**config.mk**
```make
export PLATFORM = sky130hd
export DESIGN_NAME = ued_issue_flat
export DESIGN_NICKNAME = d
export VERILOG_FILES = /design/src/shared/ued_pkg.sv /design/src/shared/ued_link_if.sv /design/src/hw/ued_issue.sv /design/src/flat_wrapper.sv
export VERILOG_INCLUDE_DIRS = /design/src /design/src/shared
export SDC_FILE = /design/constraint.sdc
export NUM_CORES = 1
export LEC_CHECK = 0
export ABC_CLOCK_PERIOD_IN_PS = 1500
export BUFFER_PORTS_ARGS = -buffer_cell sky130_fd_sc_hd__buf_2
export CORE_AREA = 4 4 169 171
export CTS_CLUSTER_DIAMETER = 120
export DETAILED_ROUTE_END_ITERATION = 8
export DIE_AREA = 0 0 173 175
export PLACE_DENSITY = 0.53
export SLEW_MARGIN = 0
export SYNTH_ARGS = -nofsm -noshare
export SYNTH_HDL_FRONTEND = slang
export SYNTH_SLANG_ARGS = --single-unit
```
**constraint.sdc**
```tcl
create_clock -name clock -period 1.5 [get_ports clock]
set_clock_uncertainty 0.15 [all_clocks]
set_input_delay 0.15 -clock clock [delete_from_list [all_inputs] [get_ports clock]]
set_output_delay 0.15 -clock clock [all_outputs]
set_load 0.005 [all_outputs]
```
**src/shared/ued_regs.svh**
```systemverilog
// ued_regs.svh: field positions, widths and constants for the unused-encoding decode policy
// assumes: 41-bit instruction words, three slots per bundle, 64 predicate registers
`ifndef UED_REGS_SVH
`define UED_REGS_SVH
`define UED_INSN_W 41
`define UED_QP_HI 5
`define UED_QP_LO 0
`define UED_QP_W 6
`define UED_NPRED 64
`define UED_SLOT_W 2
`define UED_SLOT_RESTRICT 2'h2
`define UED_ZERO_FIELD 41'h000_0000_0000
`define UED_PRED_P0 6'h00
`endif

```
**src/shared/ued_pkg.sv**
```systemverilog
// ued_pkg.sv: types shared by the issue end and the decode end
// assumes: ued_regs.svh on the include path
`include "ued_regs.svh"
package ued_pkg;
  // class of an encoding, as known from the opcode extension tables
  typedef enum logic [1:0] {
    UED_CLS_DEFINED,
    UED_CLS_IGNORED,
    UED_CLS_RESERVED,
    UED_CLS_RSV_IF_PRED
  } ued_class_t;
  // how a decoded instruction proceeds
  typedef enum logic [1:0] {
    UED_ACT_NONE,
    UED_ACT_EXEC,
    UED_ACT_NOP,
    UED_ACT_FAULT
  } ued_action_t;
endpackage : ued_pkg

```
**src/shared/ued_link_if.sv**
```systemverilog
// ued_link_if.sv: issue-to-decode link between instruction issue and the decoder
// assumes: one clock shared by both ends
`timescale 1ns/10ps
`default_nettype none
`include "ued_regs.svh"
interface ued_link_if
  import ued_pkg::*;
  ();
  logic issue_valid;
  logic [`UED_INSN_W-1:0] issue_insn;
  logic [`UED_INSN_W-1:0] issue_zero_mask;
  logic [`UED_INSN_W-1:0] issue_ign_mask;
  ued_class_t issue_class;
  logic issue_lead;
  logic issue_end;
  logic issue_slot_only2;
  logic [`UED_SLOT_W-1:0] issue_slot;
  logic issue_first_in_group;
  logic issue_last_in_group;
  logic [`UED_NPRED-1:0] predicate_register_file;
  logic dec_valid;
  ued_action_t dec_action;
  logic [`UED_INSN_W-1:0] dec_insn;
  logic fault_req;
  logic [`UED_SLOT_W-1:0] fault_slot;
  modport issuer (
    output issue_valid, issue_insn, issue_zero_mask, issue_ign_mask, issue_class,
    output issue_lead, issue_end, issue_slot_only2, issue_slot,
    output issue_first_in_group, issue_last_in_group, predicate_register_file,
    input dec_valid, dec_action, dec_insn, fault_req, fault_slot
  );
  modport decoder (
    input issue_valid, issue_insn, issue_zero_mask, issue_ign_mask, issue_class,
    input issue_lead, issue_end, issue_slot_only2, issue_slot,
    input issue_first_in_group, issue_last_in_group, predicate_register_file,
    output dec_valid, dec_action, dec_insn, fault_req, fault_slot
  );
endinterface : ued_link_if
`default_nettype wire

```
**src/hw/ued_issue.sv**
```systemverilog
// ued_issue.sv: issue end; places instructions into groups and bundle slots
// assumes: user side offers one instruction a cycle with its class and placement marks
`timescale 1ns/10ps
`default_nettype none
`include "ued_regs.svh"
module ued_issue
  import ued_pkg::*;
(
  // clock and reset
  input wire logic clock,
  input wire logic rstn,
  // user side
  input wire logic usr_valid,
  input wire logic [`UED_INSN_W-1:0] usr_insn,
  input wire logic [`UED_INSN_W-1:0] usr_zero_mask,
  input wire logic [`UED_INSN_W-1:0] usr_ign_mask,
  input wire ued_class_t usr_class,
  input wire logic usr_lead,
  input wire logic usr_end,
  input wire logic usr_slot_only2,
  input wire logic [`UED_NPRED-1:0] usr_preds,
  output logic usr_placed_ff,
  output logic usr_fault_ff,
  output logic [`UED_SLOT_W-1:0] usr_fault_slot_ff,
  // link
  ued_link_if.issuer lnk
);
  logic [`UED_SLOT_W-1:0] slot_ff, nxt_slot;
  logic first_ff, nxt_first;
  logic vld_ff, nxt_vld;
  logic [`UED_INSN_W-1:0] insn_ff, nxt_insn, zm_ff, nxt_zm, im_ff, nxt_im;
  ued_class_t cls_ff, nxt_cls;
  logic lead_ff, nxt_lead, end_ff, nxt_end, only2_ff, nxt_only2, fig_ff, nxt_fig;
  logic placed_nxt_o;
  logic [`UED_NPRED-1:0] pr_ff, nxt_pr;

  always_comb
  begin
    nxt_slot = slot_ff;
    nxt_first = first_ff;
    nxt_vld = 1'b0;
    nxt_insn = insn_ff;
    nxt_zm = zm_ff;
    nxt_im = im_ff;
    nxt_cls = cls_ff;
    nxt_lead = 1'b0;
    nxt_end = 1'b0;
    nxt_only2 = 1'b0;
    nxt_fig = 1'b0;
    nxt_pr = usr_preds;
    placed_nxt_o = 1'b0;
    if (usr_valid)
    begin
      nxt_vld = 1'b1;
      nxt_insn = usr_insn;
      // unassigned zero and ignored bits are driven as zero
      nxt_zm = usr_zero_mask;
      nxt_im = usr_ign_mask;
      nxt_insn = usr_insn & ~(usr_ign_mask | usr_zero_mask);
      nxt_cls = usr_class;
      nxt_lead = usr_lead;
      nxt_end = usr_end;
      nxt_only2 = usr_slot_only2;
      placed_nxt_o = 1'b1;
      // slot-restricted work is pushed out to slot 2 of the bundle
      if (usr_slot_only2)
        nxt_slot = `UED_SLOT_RESTRICT;
      // a group-leading one opens a fresh group
      nxt_fig = first_ff | usr_lead;
      nxt_first = usr_end;
      if (!usr_slot_only2 && !usr_end)
        nxt_first = 1'b0;
    end
    // slot advances after each issue, wrapping past slot 2
    if (vld_ff)
      nxt_slot = (slot_ff == `UED_SLOT_RESTRICT) ? '0 : slot_ff + 2'h1;
  end

  always_ff @(posedge clock or negedge rstn)
  begin
    if (!rstn)
    begin
      slot_ff <= '0;
      first_ff <= 1'b1;
      vld_ff <= 1'b0;
      insn_ff <= `UED_ZERO_FIELD;
      zm_ff <= `UED_ZERO_FIELD;
      im_ff <= `UED_ZERO_FIELD;
      cls_ff <= UED_CLS_DEFINED;
      lead_ff <= 1'b0;
      end_ff <= 1'b0;
      only2_ff <= 1'b0;
      fig_ff <= 1'b0;
      pr_ff <= '0;
      usr_placed_ff <= 1'b0;
      usr_fault_ff <= 1'b0;
      usr_fault_slot_ff <= '0;
    end
    else
    begin
      slot_ff <= nxt_slot;
      first_ff <= nxt_first;
      vld_ff <= nxt_vld;
      insn_ff <= nxt_insn;
      zm_ff <= nxt_zm;
      im_ff <= nxt_im;
      cls_ff <= nxt_cls;
      lead_ff <= nxt_lead;
      end_ff <= nxt_end;
      only2_ff <= nxt_only2;
      fig_ff <= nxt_fig;
      pr_ff <= nxt_pr;
      usr_placed_ff <= placed_nxt_o;
      usr_fault_ff <= lnk.fault_req;
      usr_fault_slot_ff <= lnk.fault_slot;
    end
  end

  assign lnk.issue_valid = vld_ff;
  assign lnk.issue_insn = insn_ff;
  assign lnk.issue_zero_mask = zm_ff;
  assign lnk.issue_ign_mask = im_ff;
  assign lnk.issue_class = cls_ff;
  assign lnk.issue_lead = lead_ff;
  assign lnk.issue_end = end_ff;
  assign lnk.issue_slot_only2 = only2_ff;
  assign lnk.issue_slot = only2_ff ? `UED_SLOT_RESTRICT : slot_ff;
  assign lnk.issue_first_in_group = fig_ff;
  assign lnk.issue_last_in_group = end_ff;
  assign lnk.predicate_register_file = pr_ff;
endmodule : ued_issue
`default_nettype wire

```
**src/flat_wrapper.sv**
```systemverilog
// flat-port wrapper written by rule: the top's interface ports become plain ports
module ued_issue_flat import ued_pkg::*;
  (clock, rstn, usr_valid, usr_insn, usr_zero_mask, usr_ign_mask, usr_class, usr_lead, usr_end, usr_slot_only2, usr_preds, usr_placed_ff, usr_fault_ff, usr_fault_slot_ff, lnk_issue_valid, lnk_issue_insn, lnk_issue_zero_mask, lnk_issue_ign_mask, lnk_issue_class, lnk_issue_lead, lnk_issue_end, lnk_issue_slot_only2, lnk_issue_slot, lnk_issue_first_in_group, lnk_issue_last_in_group, lnk_predicate_register_file, lnk_dec_valid, lnk_dec_action, lnk_dec_insn, lnk_fault_req, lnk_fault_slot);
  ued_link_if lnk_i ();
  input wire logic clock;
  input wire logic rstn;
  input wire logic usr_valid;
  input wire logic [`UED_INSN_W-1:0] usr_insn;
  input wire logic [`UED_INSN_W-1:0] usr_zero_mask;
  input wire logic [`UED_INSN_W-1:0] usr_ign_mask;
  input wire ued_class_t usr_class;
  input wire logic usr_lead;
  input wire logic usr_end;
  input wire logic usr_slot_only2;
  input wire logic [`UED_NPRED-1:0] usr_preds;
  output logic usr_placed_ff;
  output logic usr_fault_ff;
  output logic [`UED_SLOT_W-1:0] usr_fault_slot_ff;
  output wire logic [$bits(lnk_i.issue_valid)-1:0] lnk_issue_valid;
  output wire logic [$bits(lnk_i.issue_insn)-1:0] lnk_issue_insn;
  output wire logic [$bits(lnk_i.issue_zero_mask)-1:0] lnk_issue_zero_mask;
  output wire logic [$bits(lnk_i.issue_ign_mask)-1:0] lnk_issue_ign_mask;
  output wire logic [$bits(lnk_i.issue_class)-1:0] lnk_issue_class;
  output wire logic [$bits(lnk_i.issue_lead)-1:0] lnk_issue_lead;
  output wire logic [$bits(lnk_i.issue_end)-1:0] lnk_issue_end;
  output wire logic [$bits(lnk_i.issue_slot_only2)-1:0] lnk_issue_slot_only2;
  output wire logic [$bits(lnk_i.issue_slot)-1:0] lnk_issue_slot;
  output wire logic [$bits(lnk_i.issue_first_in_group)-1:0] lnk_issue_first_in_group;
  output wire logic [$bits(lnk_i.issue_last_in_group)-1:0] lnk_issue_last_in_group;
  output wire logic [$bits(lnk_i.predicate_register_file)-1:0] lnk_predicate_register_file;
  input wire logic [$bits(lnk_i.dec_valid)-1:0] lnk_dec_valid;
  input wire logic [$bits(lnk_i.dec_action)-1:0] lnk_dec_action;
  input wire logic [$bits(lnk_i.dec_insn)-1:0] lnk_dec_insn;
  input wire logic [$bits(lnk_i.fault_req)-1:0] lnk_fault_req;
  input wire logic [$bits(lnk_i.fault_slot)-1:0] lnk_fault_slot;
  assign lnk_issue_valid = lnk_i.issue_valid;
  assign lnk_issue_insn = lnk_i.issue_insn;
  assign lnk_issue_zero_mask = lnk_i.issue_zero_mask;
  assign lnk_issue_ign_mask = lnk_i.issue_ign_mask;
  assign lnk_issue_class = lnk_i.issue_class;
  assign lnk_issue_lead = lnk_i.issue_lead;
  assign lnk_issue_end = lnk_i.issue_end;
  assign lnk_issue_slot_only2 = lnk_i.issue_slot_only2;
  assign lnk_issue_slot = lnk_i.issue_slot;
  assign lnk_issue_first_in_group = lnk_i.issue_first_in_group;
  assign lnk_issue_last_in_group = lnk_i.issue_last_in_group;
  assign lnk_predicate_register_file = lnk_i.predicate_register_file;
  assign lnk_i.dec_valid = lnk_dec_valid;
  assign lnk_i.dec_action = lnk_dec_action;
  assign lnk_i.dec_insn = lnk_dec_insn;
  assign lnk_i.fault_req = lnk_fault_req;
  assign lnk_i.fault_slot = lnk_fault_slot;
  ued_issue u_core (.clock(clock), .rstn(rstn), .usr_valid(usr_valid), .usr_insn(usr_insn), .usr_zero_mask(usr_zero_mask), .usr_ign_mask(usr_ign_mask), .usr_class(usr_class), .usr_lead(usr_lead), .usr_end(usr_end), .usr_slot_only2(usr_slot_only2), .usr_preds(usr_preds), .usr_placed_ff(usr_placed_ff), .usr_fault_ff(usr_fault_ff), .usr_fault_slot_ff(usr_fault_slot_ff), .lnk(lnk_i));
endmodule
```
==> summary.md <==
| Metric | Value |
|---|---|
| RSZ-0062 raised after global routing | `true` |
| Vias | `5828` |
| Hold slack | `0.0615 ns` |
| WL/cell | `15.5 um` |
| CP required | `1.71 ns` |
| Fraction of layout instances using a drive strength above 1 | `54.3%` |
| Fill cells | `2450` |
| CTS sink count | `200` |
| Synth Area in Compound Gates | `8.91%` |
| Setup slack, reg-to-reg | `0.12 ns` |
| Htree depth | `4` |
| Routed wire length | `21.9 mm` |
| # rows | `60` |
| Number of CTS-inserted buffers | `17` |
| Post-synth EDFFs | `0` |
| CTS root buffer | `clkbuf_16` |
| Detail Placement HPWL | `15.3 mm` |
| Seq pwr share | `47.2%` |
| Die height | `175 um` |
| Pre-antenna DRT Iters | `4` |
| Logic pwr share | `15.9%` |
| Adder-cell share of the synthesized area | `0%` |
| Antenna violations before repair | `1` |
| Synth cell types | `19` |
| Hold Path Class | `in -> reg` |
| Max Fclk | `0.678 GHz` |
| Int Pwr | `9.31 mW` |
| Post-synth ARST share | `100%` |
| DP Cell Count | `1178` |
| Synth Warn # | `0` |
| Largest net degree at the start of global routing | `49` |
| Vias per inst | `4.14` |
| Total track usage | `14.5%` |
| Clock Path Buffers | `2` |
| Pleak | `6.08 nW` |
| Post-route cell area | `12300 sq um` |
| CP max FO | `2` |
| Worst VDD drop | `0.800 mV` |
| Max_cap viols | `0` |
| Pwr Total | `12.6 mW` |
| Worst slew pin tran | `0.477 ns` |
| Synth Area in XOR/XNOR | `0%` |
| Max-slew violations | `0` |
| Nets@finish | `1296` |
| Dpl cell area | `9720 sq um` |
| Initial Util | `26.9%` |
| PortBufs | `398` |
| Post-synthesis sequential area ratio | `69.3%` |
| Core area | `26900 sq um` |
| CTS clk-pin slew, worst paths | `0.08 ns` |
| Worst Path Arrival | `1.69 ns` |
| CP endpoint | `u_core.lnk.issue_insn[29]` |
| Endpoints failing hold | `0` |
| Syn avg cell area | `16.5 sq um` |
| DRC Markers | `0` |
| Crit path from | `usr_zero_mask[29]` |
| Global route overflow | `0` |
| Synth Register Bits | `200` |
| Slew headroom | `68.2%` |
| Worst Setup End Kind | `register` |
| Syn nets | `681` |
| Commonest non-fill, non-tap cell in the layout | `buf_2` |
| Synth area leaders | `dfrtp_1 (69%), mux2_2 (10%), o32ai_2 (8.3%)` |
| Syn Inst Count | `439` |
| Post-synth top area share | `68.9%` |
| Worst skew pair latency | `0.43 ns` |
| Non-Filler Instances | `1409` |
| Mux contribution to synthesized area | `14.6%` |
| Die area | `30300 sq um` |
| CTS tree | `built` |
| Hold Path Origin | `usr_insn[39]` |
| PD cells | `1030 nW/um^2` |
| 1st-iter DRT viols | `177` |
| GP Congestion | `0.770` |
| Clock power share | `36.9%` |
| Most frequent cells in the layout | `buf_2 (395), dfrtp_1 (199), dlygate4sd3_1 (196), mux2_2 (67), inv_1 (40)` |
| Finish-stage setup viols | `0` |
| Largest area contributor in the synthesized netlist | `dfrtp_1` |
| Area growth syn-to-layout | `70.5%` |
| Largest family of logic cells by synthesized area | `multiplexers` |
| Startpoint Class | `input pin` |
| Final period utilization | `98.3%` |
| Vias in the first global route | `6782` |
| Worst r2r src | `u_core.lnk.issue_insn[3]` |
| FF/Latch Area | `5010 sq um` |
| Boundary pin count | `443` |
| Synth Area in Simple Gates | `2.80%` |
| Sw Ratio | `26.4%` |
| Post-route ant nets | `0` |
| Synth Flop Type | `dfrtp_1` |
| Switch Pwr | `3.34 mW` |
| Tmin final | `1.47 ns` |
| First-pass GRT wire length | `35.7 mm` |
| Status | `completed` |
| Reg2reg end | `u_core.lnk.issue_insn[3]` |
| Synthesized cell area | `7230 sq um` |
| Cell depth of the worst flop-to-flop path | `3` |
| Footprint of the multi-input gates | `1900 sq um` |
| Die extent in x | `173 um` |
| Setup Crit Path Kind | `in -> reg` |
## flip-flops by register name (all words and copies together), names as in the netlist
register	flops
u_core.lnk.predicate_register_file	64
u_core.slot_ff	2
u_core.usr_fault_slot_ff	2
u_core.lnk.issue_ign_mask	41
u_core.usr_fault_ff	1
u_core.lnk.issue_lead	1
u_core.lnk.issue_slot_only2	1
u_core.lnk.issue_insn	41
u_core.lnk.issue_end	1
u_core.lnk.issue_first_in_group	1
u_core.first_ff	1
u_core.lnk.issue_class	2
u_core.lnk.issue_zero_mask	41
u_core.usr_placed_ff	1
## cells in the mapped netlist (2+ instances only)
master,n
and2_1,3
buf_2,7
buf_4,6
buf_6,8
dfrtp_1,199
inv_1,40
mux2_2,67
mux2_4,20
nand2_1,39
nand2b_1,2
nor3b_1,2
o22ai_1,2
o32ai_1,2
o32ai_2,37
## power by group through the flow
stage	logic (mW)	registers, mW	clock network [mW]
after floorplan	0.552	6.11	0
after global placement	1.59	6.07	0
after detailed placement	1.60	6.07	0
after CTS	2.03	5.97	4.86
after global routing	2.19	6.02	5.11
final	2.00	5.97	4.67
## worst max-delay path, stage by stage
cell,delay [ns]
dlygate4sd3_1,0.55
buf_2,0.14
o32ai_2,0.26
dlygate4sd3_1,0.59
## cells by family (layout without fill, tap and decap cells)
group	Yosys count	in the layout
DFF	200	200
muxes	87	87
buffers and inverters	61	689
and+or+nand+nor	48	48
AOI/OAI and AO/OA	43	43
other	0	1
## how the worst min path moves through the flow
stage	endpoint	slack [ns]	cells after the start
2_1_floorplan	u_core.lnk.issue_class[0]	-0.30	0
3_3_place_gp	u_core.lnk.issue_ign_mask[27]	0.002	1
3_5_place_dp	u_core.lnk.issue_zero_mask[27]	0.005	1
4_1_cts	u_core.lnk.issue_insn[39]	0.03	3
5_1_grt	u_core.lnk.issue_first_in_group	0.08	3
6_report	u_core.lnk.issue_insn[39]	0.06	3
## routing by layer
metal  share of wire, %  wire, um  vias to the layer above  global-route usage (%)
met5                  0         0                        -                       0
met4                1.9       415                        0                    4.39
met3                7.0      1530                       26                    4.95
met2                 54     11800                      227                    26.9
met1                 37      8090                     2840                    15.7
li1                   -         -                     2735                       -
## layout make-up
type,instances,area share (%)
Antenna cell,1,0.0203
Clock buffer,18,3.56
Clock inverter,14,1.41
Inverter,40,1.22
Multi-Input combinational cell,178,15.5
Sequential cell,200,40.6
Tap cell,341,3.46
Timing Repair Buffer,617,34.3
## through the flow
stage / TNS (ns) / worst slack (ns) / util (%)
after floorplan: 0 / 0.385 / -
after global placement: 0 / 0.275 / 36.2
after detailed placement: 0 / 0.267 / 36.2
after CTS: 0 / 0.00693 / 45.9
after global routing: -0.0204 / -0.0189 / 45.9
final: 0 / 0.0255 / 45.9
## timing repair
action | 4_1_cts | 5_1_grt
hold endpoints to repair | 399 | 0
resized for setup | 2 | 0
hold buffers | 196 | 0
pin swaps | 0 | 0
endpoints found under the setup margin | 1 | 2
buffers inserted | 2 | 0
(Power assumes the default switching activity.)
